## config.mk

```make
export PLATFORM = sky130hd
export DESIGN_NAME = ahp_host_port
export DESIGN_NICKNAME = d
export VERILOG_FILES = /design/src/include/ahp_pkg.sv /design/src/verilog/ahp_strobe_gate.sv /design/src/verilog/ahp_fifo.sv /design/src/verilog/ahp_host_port.sv
export SDC_FILE = /design/constraint.sdc
export NUM_CORES = 1
export LEC_CHECK = 0
export ABC_AREA = 1
export ABC_CLOCK_PERIOD_IN_PS = 6100
export BUFFER_PORTS_ARGS = -buffer_cell sky130_fd_sc_hd__buf_2
export CAP_MARGIN = 20
export CORE_ASPECT_RATIO = 1.5
export CORE_MARGIN = 1.5
export CORE_UTILIZATION = 35
export DETAILED_ROUTE_END_ITERATION = 8
export RECOVER_POWER = 25
export SYNTH_ARGS = -nofsm -noshare
export SYNTH_HDL_FRONTEND = slang
export SYNTH_SLANG_ARGS = --single-unit
```

## constraint.sdc

```tcl
create_clock -name CLOCK -period 6.1 [get_ports CLOCK]
set_input_delay 1.22 -clock CLOCK [delete_from_list [all_inputs] [get_ports CLOCK]]
set_output_delay 1.22 -clock CLOCK [all_outputs]
set_load 0.01 [all_outputs]
```

## src/include/ahp_pkg.sv

```systemverilog
// Constants shared by the host port, the host model and the testbench
package ahp_pkg;
    // Data bus and register widths, and sample FIFO depth
    localparam int DATA_W = 12;
    localparam int REG_W = 10;
    localparam int FIFO_DEPTH = 8;
    // Register index carried in data bits 11:10 of a write
    localparam int IDX_HI = 11;
    localparam int IDX_LO = 10;
    localparam logic [1:0] IDX_CTRL0 = 2'h0;
    localparam logic [1:0] IDX_CTRL1 = 2'h1;
    // Second control register field positions
    localparam int BIT_SOFT_RESET = 0;
    localparam int BIT_RW_MODE = 6;
    localparam int BIT_STRAIGHT_BINARY = 7;
    localparam int BIT_OFFSET_CAL = 8;
    localparam int BIT_CONFIG_ECHO = 9;
    // Values after reset, and the midscale code
    localparam logic [9:0] CTRL0_RESET = 10'h020;
    localparam logic [9:0] CTRL1_RESET = 10'h030;
    localparam logic [11:0] MIDSCALE = 12'h800;
    localparam logic [11:0] ZERO_WORD = 12'h000;
    // Configuration echo sequence
    typedef enum logic [1:0] {
        ECHO_OFF = 2'b00,
        ECHO_REG0 = 2'b01,
        ECHO_REG1 = 2'b10
    } ahp_echo_t;
endpackage

```

## src/verilog/ahp_strobe_gate.sv

```systemverilog
// Combines the two selects with the read and write pins into internal strobes
`timescale 1ns/10ps
module ahp_strobe_gate
(
    input wire logic clk,
    input wire logic rst_b,
    input wire logic select_low_n,
    input wire logic select_high,
    input wire logic read_n,
    input wire logic write_n,
    input wire logic rw_mode,
    output logic internal_read_pulse,
    output logic internal_write_pulse,
    output logic read_start,
    output logic write_end
);
    logic selected;
    logic read_req;
    logic write_req;
    logic rd_prev_r;
    logic wr_prev_r;

    assign selected = !select_low_n && select_high;
    assign read_req = rw_mode ? write_n : !read_n;
    assign write_req = rw_mode ? !write_n : !write_n;
    assign internal_read_pulse = selected && read_req && (rw_mode || write_n);
    assign internal_write_pulse = selected && write_req && (rw_mode || read_n);
    assign read_start = internal_read_pulse && !rd_prev_r;
    assign write_end = wr_prev_r && !internal_write_pulse;

    always_ff @(posedge clk or negedge rst_b)
    begin
        if (!rst_b)
        begin
            rd_prev_r <= 1'b0;
            wr_prev_r <= 1'b0;
        end
        else
        begin
            rd_prev_r <= internal_read_pulse;
            wr_prev_r <= internal_write_pulse;
        end
    end
endmodule // ahp_strobe_gate

```

## src/verilog/ahp_fifo.sv

```systemverilog
// Flip-flop FIFO with valid and ready on both sides and registered flags
`timescale 1ns/10ps
module ahp_fifo
#(
    parameter int WIDTH = 12,
    parameter int DEPTH = 8
)
(
    input wire logic clk,
    input wire logic rst_b,
    input wire logic flush,
    input wire logic in_valid,
    output logic in_ready,
    input wire logic [WIDTH-1:0] in_data,
    output logic out_valid,
    input wire logic out_ready,
    output logic [WIDTH-1:0] out_data
);
    localparam int AW = $clog2(DEPTH);
    logic [WIDTH-1:0] mem_r [DEPTH];
    logic [AW-1:0] wr_ptr_r;
    logic [AW-1:0] rd_ptr_r;
    logic [AW:0] count_r;
    logic [AW:0] count_nxt;
    logic push;
    logic pop;
    logic not_full_r;
    logic not_empty_r;

    assign push = in_valid && not_full_r;
    assign pop = out_ready && not_empty_r;
    assign count_nxt = flush ? '0 : count_r + (AW+1)'(push) - (AW+1)'(pop);
    assign in_ready = not_full_r;
    assign out_valid = not_empty_r;
    assign out_data = mem_r[rd_ptr_r];

    always_ff @(posedge clk)
    begin
        if (push)
            mem_r[wr_ptr_r] <= in_data;
    end

    always_ff @(posedge clk or negedge rst_b)
    begin
        if (!rst_b)
        begin
            wr_ptr_r <= '0;
            rd_ptr_r <= '0;
            count_r <= '0;
            not_full_r <= 1'b1;
            not_empty_r <= 1'b0;
        end
        else
        begin
            wr_ptr_r <= flush ? '0 : (push ? AW'((wr_ptr_r + 1'b1) % DEPTH) : wr_ptr_r);
            rd_ptr_r <= flush ? '0 : (pop ? AW'((rd_ptr_r + 1'b1) % DEPTH) : rd_ptr_r);
            count_r <= count_nxt;
            not_full_r <= count_nxt != (AW+1)'(DEPTH);
            not_empty_r <= count_nxt != '0;
        end
    end
endmodule // ahp_fifo

```

## src/verilog/ahp_host_port.sv

```systemverilog
// Parallel host port: control registers, strobe handling, offset and format of results
`timescale 1ns/10ps
module ahp_host_port
#(
    parameter int DATA_W = ahp_pkg::DATA_W,
    parameter int FIFO_DEPTH = ahp_pkg::FIFO_DEPTH
)
(
    input wire logic CLOCK,
    input wire logic RST_B,
    input wire logic SELECT_LOW_N,
    input wire logic SELECT_HIGH,
    input wire logic READ_N,
    input wire logic WRITE_N,
    input wire logic [DATA_W-1:0] DATA_IN,
    output logic [DATA_W-1:0] DATA_OUT,
    output logic DATA_OE,
    input wire logic SAMPLE_VALID,
    input wire logic [DATA_W-1:0] SAMPLE_DATA,
    output logic SAMPLE_READY,
    output logic FORCE_ZERO_INPUT,
    output logic DEVICE_IN_RESET,
    output logic [ahp_pkg::REG_W-1:0] CTRL0_VALUE,
    output logic [ahp_pkg::REG_W-1:0] CTRL1_VALUE
);
    logic internal_read_pulse;
    logic internal_write_pulse;
    logic read_start;
    logic write_end;
    logic rw_mode;
    logic [ahp_pkg::REG_W-1:0] ctrl0_r;
    logic [ahp_pkg::REG_W-1:0] ctrl1_r;
    logic [DATA_W-1:0] wr_word_r;
    logic [DATA_W-1:0] offset_r;
    logic [DATA_W-1:0] dout_r;
    logic doe_r;
    logic in_reset_r;
    logic cal_pending_r;
    ahp_pkg::ahp_echo_t echo_r;
    ahp_pkg::ahp_echo_t echo_nxt;
    logic [1:0] wr_idx;
    logic wr_ctrl0;
    logic wr_ctrl1;
    logic soft_reset_set;
    logic soft_reset_clear;
    logic sample_take;
    logic cal_take;
    logic push_valid;
    logic fifo_in_ready;
    logic fifo_out_valid;
    logic fifo_pop;
    logic [DATA_W-1:0] fifo_out_data;
    logic [DATA_W-1:0] corrected;
    logic [DATA_W-1:0] formatted;
    logic [DATA_W-1:0] read_word;

    function automatic logic [DATA_W-1:0] widen(input logic [ahp_pkg::REG_W-1:0] v);
        widen = {{(DATA_W-ahp_pkg::REG_W){1'b0}}, v};
    endfunction

    assign rw_mode = ctrl1_r[ahp_pkg::BIT_RW_MODE];

    ahp_strobe_gate u_gate
    (
        .clk(CLOCK),
        .rst_b(RST_B),
        .select_low_n(SELECT_LOW_N),
        .select_high(SELECT_HIGH),
        .read_n(READ_N),
        .write_n(WRITE_N),
        .rw_mode(rw_mode),
        .internal_read_pulse(internal_read_pulse),
        .internal_write_pulse(internal_write_pulse),
        .read_start(read_start),
        .write_end(write_end)
    );

    // Register write decode from the word held at the end of the pulse
    assign wr_idx = wr_word_r[ahp_pkg::IDX_HI:ahp_pkg::IDX_LO];
    assign wr_ctrl0 = write_end && (wr_idx == ahp_pkg::IDX_CTRL0) && !in_reset_r;
    assign wr_ctrl1 = write_end && (wr_idx == ahp_pkg::IDX_CTRL1);
    assign soft_reset_set = wr_ctrl1 && wr_word_r[ahp_pkg::BIT_SOFT_RESET];
    assign soft_reset_clear = wr_ctrl1 && !wr_word_r[ahp_pkg::BIT_SOFT_RESET];

    // Sample path
    assign sample_take = SAMPLE_VALID && fifo_in_ready && !in_reset_r;
    assign cal_take = sample_take && cal_pending_r;
    assign push_valid = sample_take && !cal_pending_r;
    assign corrected = SAMPLE_DATA - offset_r;
    assign formatted = ctrl1_r[ahp_pkg::BIT_STRAIGHT_BINARY] ? corrected : (corrected ^ ahp_pkg::MIDSCALE);

    ahp_fifo #(.WIDTH(DATA_W), .DEPTH(FIFO_DEPTH)) u_fifo
    (
        .clk(CLOCK),
        .rst_b(RST_B),
        .flush(in_reset_r),
        .in_valid(push_valid),
        .in_ready(fifo_in_ready),
        .in_data(formatted),
        .out_valid(fifo_out_valid),
        .out_ready(fifo_pop),
        .out_data(fifo_out_data)
    );

    // Read source selection
    // Echo reads return the first then the second control register, otherwise the buffered result, or the last output word when the buffer is empty
    assign read_word = (echo_r == ahp_pkg::ECHO_REG0) ? widen(ctrl0_r) :
                       (echo_r == ahp_pkg::ECHO_REG1) ? widen(ctrl1_r) :
                       (fifo_out_valid ? fifo_out_data : dout_r);
    assign fifo_pop = read_start && (echo_r == ahp_pkg::ECHO_OFF);

    always_comb
    begin
        echo_nxt = echo_r;
        unique case (echo_r)
            ahp_pkg::ECHO_OFF:
                echo_nxt = ahp_pkg::ECHO_OFF;
            ahp_pkg::ECHO_REG0:
                echo_nxt = read_start ? ahp_pkg::ECHO_REG1 : ahp_pkg::ECHO_REG0;
            ahp_pkg::ECHO_REG1:
                echo_nxt = read_start ? ahp_pkg::ECHO_OFF : ahp_pkg::ECHO_REG1;
            default:
                echo_nxt = ahp_pkg::ECHO_OFF;
        endcase
        if (in_reset_r || soft_reset_set || (wr_ctrl1 && !wr_word_r[ahp_pkg::BIT_CONFIG_ECHO]))
            echo_nxt = ahp_pkg::ECHO_OFF;
        else if (wr_ctrl1)
            echo_nxt = ahp_pkg::ECHO_REG0;
    end

    // Bus word capture while the write pulse is active
    always_ff @(posedge CLOCK or negedge RST_B)
    begin
        if (!RST_B)
            wr_word_r <= ahp_pkg::ZERO_WORD;
        else if (internal_write_pulse)
            wr_word_r <= DATA_IN;
    end

    always_ff @(posedge CLOCK or negedge RST_B)
    begin
        if (!RST_B)
        begin
            ctrl0_r <= ahp_pkg::CTRL0_RESET;
            ctrl1_r <= ahp_pkg::CTRL1_RESET;
        end
        else if (soft_reset_set)
        begin
            ctrl0_r <= ahp_pkg::CTRL0_RESET;
            ctrl1_r <= ahp_pkg::CTRL1_RESET | 10'h001;
        end
        else if (wr_ctrl1)
            ctrl1_r <= wr_word_r[ahp_pkg::REG_W-1:0];
        else if (wr_ctrl0)
            ctrl0_r <= wr_word_r[ahp_pkg::REG_W-1:0];
    end

    always_ff @(posedge CLOCK or negedge RST_B)
    begin
        if (!RST_B)
            in_reset_r <= 1'b0;
        else if (soft_reset_set)
            in_reset_r <= 1'b1;
        else if (soft_reset_clear)
            in_reset_r <= 1'b0;
    end

    always_ff @(posedge CLOCK or negedge RST_B)
    begin
        if (!RST_B)
        begin
            cal_pending_r <= 1'b0;
            offset_r <= ahp_pkg::ZERO_WORD;
        end
        else if (in_reset_r || soft_reset_set)
        begin
            cal_pending_r <= 1'b0;
            offset_r <= ahp_pkg::ZERO_WORD;
        end
        else if (wr_ctrl1 && wr_word_r[ahp_pkg::BIT_OFFSET_CAL])
            cal_pending_r <= 1'b1;
        else if (cal_take)
        begin
            cal_pending_r <= 1'b0;
            offset_r <= SAMPLE_DATA - ahp_pkg::MIDSCALE;
        end
    end

    always_ff @(posedge CLOCK or negedge RST_B)
    begin
        if (!RST_B)
            echo_r <= ahp_pkg::ECHO_OFF;
        else
            echo_r <= echo_nxt;
    end

    always_ff @(posedge CLOCK or negedge RST_B)
    begin
        if (!RST_B)
        begin
            dout_r <= ahp_pkg::ZERO_WORD;
            doe_r <= 1'b0;
        end
        else
        begin
            doe_r <= internal_read_pulse;
            if (read_start)
                dout_r <= read_word;
        end
    end

    assign DATA_OUT = dout_r;
    assign DATA_OE = doe_r;
    assign SAMPLE_READY = fifo_in_ready;
    assign FORCE_ZERO_INPUT = cal_pending_r;
    assign DEVICE_IN_RESET = in_reset_r;
    assign CTRL0_VALUE = ctrl0_r;
    assign CTRL1_VALUE = ctrl1_r;

    rst_enter_a: assert property (@(posedge CLOCK) disable iff (!RST_B)
        soft_reset_set |=> in_reset_r && ctrl0_r == ahp_pkg::CTRL0_RESET && !ctrl1_r[ahp_pkg::BIT_RW_MODE])
        else $error("soft reset did not load reset values");

    rst_hold_a: assert property (@(posedge CLOCK) disable iff (!RST_B)
        in_reset_r && !soft_reset_clear |=> in_reset_r)
        else $error("device left reset without a clearing write");

    rw_dir_a: assert property (@(posedge CLOCK) disable iff (!RST_B)
        rw_mode && !SELECT_LOW_N && SELECT_HIGH |-> internal_read_pulse == WRITE_N)
        else $error("combined direction pin not honoured");

    split_strobe_a: assert property (@(posedge CLOCK) disable iff (!RST_B)
        !rw_mode && !SELECT_LOW_N && SELECT_HIGH && !READ_N && WRITE_N |-> internal_read_pulse)
        else $error("separate read strobe not honoured");

    bin_format_a: assert property (@(posedge CLOCK) disable iff (!RST_B)
        push_valid && !ctrl1_r[ahp_pkg::BIT_STRAIGHT_BINARY] |-> formatted == DATA_W'(SAMPLE_DATA - offset_r - ahp_pkg::MIDSCALE))
        else $error("two's complement format wrong");

    cal_store_a: assert property (@(posedge CLOCK) disable iff (!RST_B)
        cal_take && !in_reset_r && !wr_ctrl1 |=> !cal_pending_r && offset_r == $past(SAMPLE_DATA) - ahp_pkg::MIDSCALE)
        else $error("offset not stored from calibration sample");

    echo_first_a: assert property (@(posedge CLOCK) disable iff (!RST_B)
        read_start && echo_r == ahp_pkg::ECHO_REG0 && !write_end |=> dout_r == widen($past(ctrl0_r)) ##0 echo_r == ahp_pkg::ECHO_REG1)
        else $error("first echo read wrong");

    echo_second_a: assert property (@(posedge CLOCK) disable iff (!RST_B)
        read_start && echo_r == ahp_pkg::ECHO_REG1 && !write_end |=> dout_r == widen($past(ctrl1_r)))
        else $error("second echo read wrong");

    read_excl_a: assert property (@(posedge CLOCK) disable iff (!RST_B)
        !rw_mode && !WRITE_N |-> !internal_read_pulse)
        else $error("read pulse during write strobe");

    oe_follow_a: assert property (@(posedge CLOCK) disable iff (!RST_B)
        DATA_OE == $past(internal_read_pulse))
        else $error("buffer enable does not follow read pulse");

    write_excl_a: assert property (@(posedge CLOCK) disable iff (!RST_B)
        !rw_mode && !READ_N |-> !internal_write_pulse)
        else $error("write pulse during read strobe");

    reg_latch_a: assert property (@(posedge CLOCK) disable iff (!RST_B)
        wr_ctrl0 && !wr_ctrl1 |=> ctrl0_r == $past(wr_word_r[ahp_pkg::REG_W-1:0]))
        else $error("first control register not latched");

    read_gate_a: assert property (@(posedge CLOCK) disable iff (!RST_B)
        internal_read_pulse |-> !SELECT_LOW_N && SELECT_HIGH)
        else $error("read pulse without both selects");

    write_gate_a: assert property (@(posedge CLOCK) disable iff (!RST_B)
        internal_write_pulse |-> !SELECT_LOW_N && SELECT_HIGH && !WRITE_N)
        else $error("write pulse without selects and write pin");

    rst_ctrl1_a: assert property (@(posedge CLOCK) disable iff (!RST_B)
        soft_reset_set |=> ctrl1_r[ahp_pkg::BIT_SOFT_RESET]
            && ctrl1_r[ahp_pkg::REG_W-1:1] == ahp_pkg::CTRL1_RESET[ahp_pkg::REG_W-1:1])
        else $error("soft reset did not load second register");

    rst_ctrl0_a: assert property (@(posedge CLOCK) disable iff (!RST_B)
        in_reset_r |-> ctrl0_r == ahp_pkg::CTRL0_RESET)
        else $error("first control register changed during soft reset");

    rst_flush_a: assert property (@(posedge CLOCK) disable iff (!RST_B)
        in_reset_r |=> !fifo_out_valid)
        else $error("results held during soft reset");

    straight_bin_a: assert property (@(posedge CLOCK) disable iff (!RST_B)
        push_valid && ctrl1_r[ahp_pkg::BIT_STRAIGHT_BINARY] |-> formatted == DATA_W'(SAMPLE_DATA - offset_r))
        else $error("offset not removed from result");

    cal_arm_a: assert property (@(posedge CLOCK) disable iff (!RST_B)
        wr_ctrl1 && wr_word_r[ahp_pkg::BIT_OFFSET_CAL] && !wr_word_r[ahp_pkg::BIT_SOFT_RESET] && !in_reset_r
        |=> FORCE_ZERO_INPUT)
        else $error("calibration not started by write");

    offset_keep_a: assert property (@(posedge CLOCK) disable iff (!RST_B)
        !cal_take && !in_reset_r && !soft_reset_set |=> $stable(offset_r))
        else $error("stored offset changed without calibration");

    echo_arm_a: assert property (@(posedge CLOCK) disable iff (!RST_B)
        wr_ctrl1 && wr_word_r[ahp_pkg::BIT_CONFIG_ECHO] && !wr_word_r[ahp_pkg::BIT_SOFT_RESET] && !in_reset_r
        |=> echo_r == ahp_pkg::ECHO_REG0)
        else $error("echo not armed by write");

    echo_clear_a: assert property (@(posedge CLOCK) disable iff (!RST_B)
        wr_ctrl1 && !wr_word_r[ahp_pkg::BIT_CONFIG_ECHO] |=> echo_r == ahp_pkg::ECHO_OFF)
        else $error("echo not cleared by write");

    data_pop_a: assert property (@(posedge CLOCK) disable iff (!RST_B)
        read_start && echo_r == ahp_pkg::ECHO_OFF && fifo_out_valid |=> DATA_OE && DATA_OUT == $past(fifo_out_data))
        else $error("read did not present buffered result");

    data_hold_a: assert property (@(posedge CLOCK) disable iff (!RST_B)
        !read_start |=> $stable(DATA_OUT))
        else $error("output word changed outside a read");

    ctrl1_latch_a: assert property (@(posedge CLOCK) disable iff (!RST_B)
        wr_ctrl1 && !wr_word_r[ahp_pkg::BIT_SOFT_RESET] |=> ctrl1_r == $past(wr_word_r[ahp_pkg::REG_W-1:0]))
        else $error("second control register not latched");
endmodule // ahp_host_port

```

==> results of run 1 <==
==> per-layer routing <==
| metal | up-vias | track usage [%] | wire [um] |
|---|---|---|---|
| met5 | - | 0 | 0 |
| met3 | 30 | 3.003 | 579 |
| met1 | 2721 | 19.32 | 7707 |
| li1 | 2853 | - | - |
| met2 | 110 | 29.77 | 9866 |
| met4 | 0 | 7.255 | 583 |
==> power by group through the flow <==
stage | sequential, mW | clock (mW) | combinational (mW)
6_report | 1.55 | 1.16 | 0.716
4_1_cts | 1.55 | 1.18 | 0.735
3_5_place_dp | 1.57 | 0 | 0.729
3_3_place_gp | 1.57 | 0 | 0.719
5_1_grt | 1.57 | 1.22 | 0.816
2_1_floorplan | 1.58 | 0 | 0.416
==> state kept, by name, indices dropped and copies added (netlist names), 2 cells and up <==
name / count
wr_word_r: 12
u_fifo.mem_r: 96
echo_r: 2
CTRL1_VALUE: 10
u_fifo.rd_ptr_r: 3
u_fifo.wr_ptr_r: 3
offset_r: 12
DATA_OUT: 12
u_fifo.count_r: 4
CTRL0_VALUE: 10
==> area by class of cell <==
class / instances / area share [%]
sequential: 170 / 52.10
multi-input combinational: 521 / 28.50
clock buffer: 17 / 4.676
timing repair buffer: 76 / 4.456
inverter: 101 / 4.167
tap: 276 / 3.796
clock inverter: 15 / 2.311
==> stage by stage <==
stage / hold WS, ns / power, mW / setup slack (ns) / utilization (%) / std cells
finish: 0.4780 / 3.423 / 2.920 / 40.95 / 1176
global route: 0.5005 / 3.606 / 2.712 / 40.95 / 1176
CTS: 0.4830 / 3.468 / 3.120 / 41.13 / 1176
detailed placement: 0.4654 / 2.302 / 2.668 / 38.27 / 1144
global placement: 0.4617 / 2.290 / 2.692 / 38.27 / 1144
floorplan: 0.4494 / 1.997 / 2.979 / - / 824
==> worst max-delay path: cells and delay by family <==
family	cells	cell delay, ns
AO/OA/AOI/OAI	1	0.12
AND/OR/NAND/NOR	6	1.11
buffers and inverters	3	0.22
adder cells (fa/ha/maj)	3	0.83
==> final timing paths <==
kind	end	depth (start not counted)
max	u_fifo.out_valid	13
min	DATA_OUT[10]	2
max reg2reg	u_fifo.out_valid	12
min reg2reg	DATA_OUT[10]	2
max in group asynchronous	offset_r[8]	1
min in group asynchronous	DATA_OUT[2]	1
==> Yosys cell counts, drive strengths merged <==
cell / number
xor2: 5
o22ai: 11
nand4: 18
nor2: 58
xnor2: 7
nand2: 223
ha: 20
edfxtp: 96
buf: 24
o21ai: 39
fa: 2
dfstp: 4
o211ai: 1
clkbuf: 8
dfrtp: 70
a21oi: 33
nand3: 89
or2: 5
nand3b: 2
nor3: 3
a21o: 2
o21bai: 3
inv: 101
==> kinds of logic (layout without fill, tap and decap cells) <==
| kind of cell | count (synthesis) | count (layout) |
|---|---|---|
| AOI/OAI and AO/OA | 89 | 89 |
| xor gates and xnor gates | 12 | 12 |
| adders and majority gates | 22 | 22 |
| buffers and inverters | 133 | 209 |
| DFF | 170 | 170 |
| and+or+nand+nor | 398 | 398 |
==> metrics.md, run 1 <==
| Metric | Value |
|---|---|
| Die footprint | `approximately 0.024 sq mm` |
| Yosys top cell by area | `edfxtp_1` |
| Fin Setup TNS | `0 ns` |
| Flop2flop setup slack | `3.43 ns` |
| Num CTS Buffers | `17` |
| Power Dens Cells | `approximately 380 mW/mm^2` |
| Clock Latency Late Sink | `~0.43 ns` |
| Clock Pin Slew Worst Setup and Hold Paths | `0.07 ns` |
| Routability cong. | `0.8249` |
| Final wirelength | `18740 um` |
| Area Growth Syn to Fin | `15.12%` |
| Synth Net Count | `877` |
| Final instance area | `0.009097 sq mm` |
| Deepest clock path buffer count | `2` |
| Crit path from | `SELECT_LOW_N` |
| Max Cap Viol | `0` |
| Post-route DRC | `0` |
| Largest family of logic cells by synthesized area | `simple AND/OR/NAND/NOR gates` |
| Post-Synth XOR/XNOR Area | `1.330%` |
| Gr usage total | `16.64%` |
| Via count | `5714` |
| Outcome | `complete, no violations` |
| Post-synthesis instance total | `~820` |
| Power share of the clock group | `33.9%` |
| Initial cell density of the core | `35.57%` |
| Antenna Nets Post-Route | `0` |
| Post-synthesis adder-cell area fraction | `about 3.7%` |
| Post-CTS resize count | `0` |
| Slowest CP cell | `fa_1` |
| Commonest non-fill, non-tap cells in the layout | `nand2_1 (221), inv_1 (96), edfxtp_1 (96)` |
| Worst slew margin | `between 30% and 40%` |
| Slew Viols, Final | `0` |
| Fillcell total | `2164` |
| Grt ovf | `0` |
| Slew @ Worst Pin | `0.9697 ns` |
| Vias per cell | `between 4 and 5` |
| Synth warn | `0` |
| Synth top area share | `roughly 36%` |
| Setup violators final | `0` |
| Core area | `0.02222 sq mm` |
| Register area share after synthesis | `59.97%` |
| Crit path max fanout | `5` |
| First-pass DRT Iterations | `5` |
| Buffers on Ports | `66` |
| Worst endpoint required time | `6.40 ns` |
| Diode count | `0` |
| RSZ-0062 raised after global routing | `false` |
| LEAKAGE | `4.072 nW` |
| HPWL Detailed | `~13000 um` |
| Vias in the first global route | `5646` |
| First-pass GRT wire length | `approximately 30000 um` |
| CP peak stage delay | `0.42 ns` |
| CP endpoint kind | `register` |
| Crit path launch type | `input port` |
| Die Wd | `~130 um` |
| Post-synthesis cell type count | `34` |
| Hold_buf cts | `0` |
| Synthesis-stage register bit count | `170` |
| NetSw | `between 1 and 1.5 mW` |
| Hold Path Class | `register to register` |
| TritonCTS clock tree | `yes` |
| Die height | `187.0 um` |
| Clock sink total | `170` |
| Final min period | `around 3.2 ns` |
| Layout cells sized above 1 | `14.33%` |
| Reg area | `0.004740 sq mm` |
| HP Start | `DATA_OUT[10]` |
| Fin crit share | `52.14%` |
| Sequential share of power | `45.2%` |
| Dpl cell area | `~0.0085 sq mm` |
| I/O pins | `67` |
| Mux cell area share after synthesis | `0%` |
| Root buffer cell | `clkbuf_16` |
| Clock skew | `0.01092 ns` |
| Post-CTS setup repair buffer count | `0` |
| Final hold vios | `0` |
| P_int | `2.363 mW` |
| Most common cell after layout, fill and taps aside | `nand2_1` |
| Multi-input combinational cell area | `between 0.002 and 0.003 sq mm` |
| Post-Syn Area | `0.007903 sq mm` |
| Row cnt | `67` |
| Simple-Gate Fraction of Synth Area | `22.10%` |
| Nets | `940` |
| Max Fclk | `314.4 MHz` |
| Iteration-0 DRC Markers | `310` |
| Synth Area in Compound Gates | `6.048%` |
| Worst Path Arrival | `3.49 ns` |
| Worst reg2reg path startpoint | `CTRL1_VALUE[6]` |
| Mapped Avg Cell Area | `about 9.6 sq um` |
| Maximum VDD drop | `0.2226 mV` |
| CP cell instances | `clkbuf_1 > nand3b_1 > nor2_1 > nand2_1 > nor2_4 > ha_1 > inv_1 > ha_1 > fa_1 > inv_1 > nor2_1 > nor3_1 > o21ai_0` |
| Setup CP Type | `input port to register` |
| H-tree lvl count | `4` |
| WL/cell | `15.93 um` |
| Initial antenna violation count | `0` |
| Comb power frac | `20.9%` |
| Synth top area cells | `edfxtp_1 (36%), dfrtp_1 (22%), nand2_1 (10%)` |
| Largest net degree at the start of global routing | `75` |
| Sw Share | `between 30% and 40%` |
(Power assumes the default switching activity.)
==> run 2, diff against run 1 <==
--- a/config.mk
+++ b/config.mk
@@ -6,7 +6,7 @@
 export NUM_CORES = 1
 export LEC_CHECK = 0
 export ABC_AREA = 1
-export ABC_CLOCK_PERIOD_IN_PS = 6100
+export ABC_CLOCK_PERIOD_IN_PS = 2600
 export BUFFER_PORTS_ARGS = -buffer_cell sky130_fd_sc_hd__buf_2
 export CAP_MARGIN = 20
 export CORE_ASPECT_RATIO = 1.5
==> constraint.sdc (replaced) <==
create_clock -name CLOCK -period 2.6 [get_ports CLOCK]
set_input_delay 0.52 -clock CLOCK [delete_from_list [all_inputs] [get_ports CLOCK]]
set_output_delay 0.52 -clock CLOCK [all_outputs]
set_load 0.01 [all_outputs]
==> run 2 against run 1 <==
Compared with the run above:
- die area unchanged
- final area up 0.56%
- utilization up 0.23 points
- sequential cell count is the same
- sequential power rose by 130%
- largest cell class unchanged
- largest power group unchanged
- highest routed layer unchanged
==> metrics.md, run 2 (same netlist as run 1, synthesis figures left out) <==
| Metric | Value |
|---|---|
| Nets | `956` |
| Worst Path Arrival | `2.62 ns` |
| I/O pins | `between 60 and 70` |
| Post-CTS setup repair buffer count | `0` |
| Final hold vios | `0` |
| Commonest non-fill, non-tap cells in the layout | `nand2_1 (219), inv_1 (98), edfxtp_1 (96)` |
| Hold depth | `3` |
| Reg-to-Reg End | `u_fifo.out_valid` |
| LEAKAGE | `4.108 nW` |
| Most common cell after layout, fill and taps aside | `nand2_1` |
| First-pass GRT wire length | `30800 um` |
| Fin Setup TNS | `0 ns` |
| Die height | `between 150 and 200 um` |
| Core area | `0.02222 sq mm` |
| Row cnt | `67` |
| Worst slew margin | `20.88%` |
| Placed cells | `1160` |
| Final std cells w/o fill | `1192` |
| Fin util | `41.18%` |
| HPWL Detailed | `between 10000 and 15000 um` |
| Final min period | `2.320 ns` |
| Final wirelength | `19070 um` |
| Fillcell total | `approximately 2200` |
| Flop2flop setup slack | `0.28 ns` |
| Routability cong. | `0.8398` |
| Setup CP Type | `register to register` |
| Maximum VDD drop | `0.4832 mV` |
| Hold_buf cts | `0` |
| Max Fclk | `431.0 MHz` |
| Initial cell density of the core | `between 30% and 40%` |
| Post-route DRC | `0` |
| Die footprint | `0.02351 sq mm` |
| Worst R2R Path Depth | `12` |
| Fin crit share | `approximately nine tenths` |
| Diode count | `0` |
| First-pass DRT Iterations | `4` |
| Crit path from | `CTRL1_VALUE[6]` |
| Die Wd | `125.7 um` |
| Post-CTS resize count | `0` |
| Layout cells sized above 1 | `15.83%` |
| Buffers on Ports | `66` |
| Gr usage total | `between 15 and 20%` |
| Largest net degree at the start of global routing | `50` |
| Metal2 WL | `9965 um` |
| Crit path max fanout | `4` |
| Slew @ Worst Pin | `1.187 ns` |
| Deepest clock path buffer count | `2` |
| CP endpoint kind | `register` |
| Antenna Nets Post-Route | `0` |
| Clock sink total | `170` |
| Crit path launch type | `register` |
| Clock Latency Late Sink | `0.43 ns` |
| Grt ovf | `0` |
| Max Cap Viol | `0` |
| Max reg flops | `96` |
| TritonCTS clock tree | `yes` |
| RSZ-0062 raised after global routing | `false` |
| Power Dens Cells | `842.2 mW/mm^2` |
| Worst endpoint required time | `2.90 ns` |
| Routed met3 length | `525 um` |
| Met1 WL | `7880 um` |
| WL/cell | `16.00 um` |
| Num CTS Buffers | `17` |
| Area Growth Syn to Fin | `15.77%` |
| Hold Path Class | `input port to register` |
| Reg with most FFs | `u_fifo.mem_r` |
| Top sig layer | `met4` |
| H-tree lvl count | `4` |
| Root buffer cell | `clkbuf_16` |
| Outcome | `complete, no violations` |
| Via count | `5764` |
| Setup crit end | `u_fifo.out_valid` |
| Initial antenna violation count | `0` |
| Iteration-0 DRC Markers | `329` |
| Vias in the first global route | `5685` |
| Vias per cell | `around 4.8` |
| Worst reg2reg path startpoint | `CTRL1_VALUE[6]` |
| Clock skew | `0.01067 ns` |
| Setup violators final | `0` |
| Slew Viols, Final | `0` |
| Clock Pin Slew Worst Setup and Hold Paths | `around 0.06 ns` |
==> run 2: cell count changes in the layout (fill, tap and decap cells not counted), moves of 2 or more <==
cell,delta
buf_4,+14
bufinv_16,-3
clkbuf_2,+2
clkinv_1,+3
inv_1,+2
inv_2,-2
inv_6,-4
nand2_1,-2
nand2_2,+2
nor2_1,-2
==> run 2: through the flow <==
step | area, sq um | power, mW | worst slack (ns) | hold slack (ns)
floorplan | 7903 | 4.686 | 0.1790 | 0.2244
global route | 9149 | 8.153 | 0.03270 | 0.2909
finish | 9149 | 7.705 | 0.2800 | 0.2876
CTS | 9186 | 7.797 | 0.1424 | 0.1243
global placement | 8635 | 5.389 | -0.03800 | 0.4593
detailed placement | 8635 | 5.427 | -0.1376 | 0.4623
==> run 2: power by group <==
group          switching (mW)  leakage [nW]  internal [mW]  total (mW)
clock                    1.05         0.264           1.32        2.36
combinational            1.12          2.02          0.590        1.71
sequential              0.293          1.82           3.34        3.64
total                    2.46          4.11           5.25        7.71
==> run 2: final cells by class <==
class                   instances  area [sq um]  area share [%]
clock buffers                  17         425.4           4.650
clock inverters                15         126.4           1.381
inverters                     101         379.1           4.144
multi-input cells             521          2613           28.56
flip-flops and latches        170          4740           51.81
well taps                     276         345.3           3.775
repair buffers                 92         520.5           5.689
==> run 2: worst min path at each step <==
stage          slack, ns         start              to
6_report            0.29    DATA_IN[9]    wr_word_r[9]
5_1_grt             0.29    DATA_IN[9]    wr_word_r[9]
4_1_cts             0.12         RST_B     DATA_OUT[4]
3_5_place_dp        0.46  DATA_OUT[11]    DATA_OUT[11]
3_3_place_gp        0.46  DATA_OUT[11]    DATA_OUT[11]
2_1_floorplan       0.22         RST_B  CTRL0_VALUE[0]
==> run 2: per-layer routing <==
metal	vias up	track usage, %
met3	31	2.889
met2	104	30.31
met4	0	7.867
met5	-	0
met1	2754	19.88
li1	2875	-
==> run 2: worst max-delay path, stage by stage, from the launching register on <==
cell	delay [ns]
dfrtp_1	0.43
nor2_2	0.17
nor2_4	0.07
nand2_2	0.08
nor2_4	0.04
ha_1	0.27
inv_1	0.04
ha_1	0.22
fa_1	0.44
inv_1	0.07
nor2_1	0.05
nor3_2	0.21
o21ai_0	0.11
==> run 3, diff against run 2 <==
--- a/config.mk
+++ b/config.mk
@@ -13,6 +13,7 @@
 export CORE_MARGIN = 1.5
 export CORE_UTILIZATION = 35
 export DETAILED_ROUTE_END_ITERATION = 8
+export MAX_ROUTING_LAYER = met4
 export RECOVER_POWER = 25
 export SYNTH_ARGS = -nofsm -noshare
 export SYNTH_HDL_FRONTEND = slang
==> run 3 against run 2 <==
Compared with the run above:
- global-route usage increased by 0.50 points
- setup slack better by 0.0019 ns
- count of clock-buffer cells in the layout is the same
- combinational power about the same
- sequential power is essentially flat
- largest cell class unchanged
- critical endpoint unchanged
- non-clock buffer count unchanged
- clock power hardly changed
==> metrics.md, run 3 (same netlist as run 1, synthesis figures left out) <==
| Metric | Value |
|---|---|
| Final wirelength | `19110 um` |
| H-tree lvl count | `4` |
| Nets | `956` |
| Num CTS Buffers | `17` |
| Worst slew margin | `around a fifth` |
| Max reg flops | `96` |
| Max Fclk | `431.4 MHz` |
| Fin util | `41.18%` |
| Die Wd | `125.7 um` |
| Diode count | `0` |
| Commonest non-fill, non-tap cells in the layout | `nand2_1 (219), inv_1 (98), edfxtp_1 (96)` |
| LEAKAGE | `4.108 nW` |
| Layout cells sized above 1 | `15.83%` |
| Final min period | `2.318 ns` |
| Fin crit share | `89.16%` |
| Crit path launch type | `register` |
| Clock Pin Slew Worst Setup and Hold Paths | `0.06 ns` |
| HPWL Detailed | `13020 um` |
| Core area | `~0.022 sq mm` |
| GRT Max-Usage Layer | `met2` |
| Fillcell total | `2183` |
| Vias per cell | `4.837` |
| Iteration-0 DRC Markers | `370` |
| Post-route DRC | `0` |
| Crit path max fanout | `4` |
| Routability cong. | `0.8529` |
| Deepest clock path buffer count | `2` |
| RSZ-0062 raised after global routing | `false` |
| Antenna Nets Post-Route | `0` |
| Setup violators final | `0` |
| Met2 Use GR | `a little under a third` |
| CP peak stage delay | `0.44 ns` |
| HP Start | `DATA_IN[9]` |
| TritonCTS clock tree | `yes` |
| Worst reg2reg path startpoint | `CTRL1_VALUE[6]` |
| Multi-input combinational cell area | `0.002613 sq mm` |
| Hold Path Class | `input port to register` |
| Maximum VDD drop | `0.4734 mV` |
| Reg with most FFs | `u_fifo.mem_r` |
| Vias in the first global route | `5681` |
| WL/cell | `16.03 um` |
| Die height | `187.0 um` |
| Slew Viols, Final | `0` |
| Area Growth Syn to Fin | `15.77%` |
| Slew @ Worst Pin | `1.201 ns` |
| Final instance area | `0.009149 sq mm` |
| Clock Latency Late Sink | `0.42 ns` |
| Fin Setup TNS | `0 ns` |
| Placed cells | `between 1000 and 1500` |
| Worst setup margin | `0.2819 ns` |
| Worst endpoint required time | `2.89 ns` |
| GRT met1 Usage | `19.82%` |
| Pre-CTS setup slack | `-0.1376 ns` |
| First-pass GRT wire length | `roughly 31000 um` |
| Root buffer cell | `clkbuf_16` |
| Initial cell density of the core | `35.57%` |
| Crit path from | `CTRL1_VALUE[6]` |
| Final hold vios | `0` |
| CP endpoint kind | `register` |
| Row cnt | `67` |
| Die footprint | `0.02351 sq mm` |
| Max Cap Viol | `0` |
| Global Route met3 Usage | `between 2 and 3%` |
| Initial antenna violation count | `0` |
| First-pass DRT Iterations | `4` |
| CP cell instances | `nor2_2 > nor2_4 > nand2_2 > nor2_4 > ha_1 > inv_1 > ha_1 > fa_1 > inv_1 > nor2_1 > nor3_2 > o21ai_0` |
| Buffers on Ports | `66` |
| Largest net degree at the start of global routing | `50` |
| Worst Path Arrival | `2.61 ns` |
| Slowest CP cell | `fa_1` |
| Reg area | `0.004740 sq mm` |
| Setup CP Type | `register to register` |
| Outcome | `complete, no violations` |
| Via count | `just under 6000` |
| I/O pins | `67` |
| Gr usage total | `17.55%` |
| Clock sink total | `170` |
| Power Dens Cells | `842.1 mW/mm^2` |
| Most common cell after layout, fill and taps aside | `nand2_1` |
| Dpl cell area | `0.008635 sq mm` |
| Clock skew | `~0.0086 ns` |
| Final std cells w/o fill | `1192` |
| Grt ovf | `0` |
## run 3: cell counts in the layout (fill, tap and decap cells not counted)
No cell type changed its count.
## run 3: cell type report
class                      instances  share of cell area (%)
clock buffer                      17                   4.650
tap                              276                   3.775
timing repair buffer              92                   5.689
multi-input combinational        521                   28.56
inverter                         101                   4.144
clock inverter                    15                   1.381
sequential                       170                   51.81
## run 3: metrics by stage
stage,hold slack [ns],power [mW]
2_1_floorplan,0.2244,4.686
3_3_place_gp,0.4593,5.389
3_5_place_dp,0.4623,5.427
4_1_cts,0.1243,7.797
5_1_grt,0.2909,8.150
6_report,0.2942,7.704
## run 3: what timing repair did
item                       4_1_cts  5_1_grt
hold buffers                     0        0
buffers inserted                 0        0
gates resized for setup          0        2
setup endpoints to repair        0        1
## run 3: worst paths after layout
| check | to | slack (ns) | depth (start not counted) |
|---|---|---|---|
| setup / recovery | u_fifo.out_valid | 0.28 | 12 |
| setup reg to reg | u_fifo.out_valid | 0.28 | 12 |
| hold / removal | wr_word_r[9] | 0.29 | 3 |
| min in group asynchronous | DATA_OUT[4] | 0.33 | 1 |
| hold reg to reg | DATA_OUT[10] | 0.47 | 2 |
| max in group asynchronous | offset_r[10] | 0.83 | 2 |
## run 3: report_power, final
group	internal (mW)	switching [mW]
combinational	0.590	1.12
clock	1.32	1.04
sequential	3.34	0.292
total	5.25	2.45
## run 3: worst max-delay path, delay by kind of cell, from the launching register on
family / cells / cell delay [ns]
adders and majority gates: 3 / 0.93
AOI/OAI and AO/OA: 1 / 0.11
DFF: 1 / 0.43
buffers and inverters: 2 / 0.11
and+or+nand+nor: 6 / 0.61
## run 3: routing by layer
layer	share of wire (%)	wire, um
met3	2.5	485
met4	3.7	706
met1	42	8009
met2	52	9905
met5	0	0
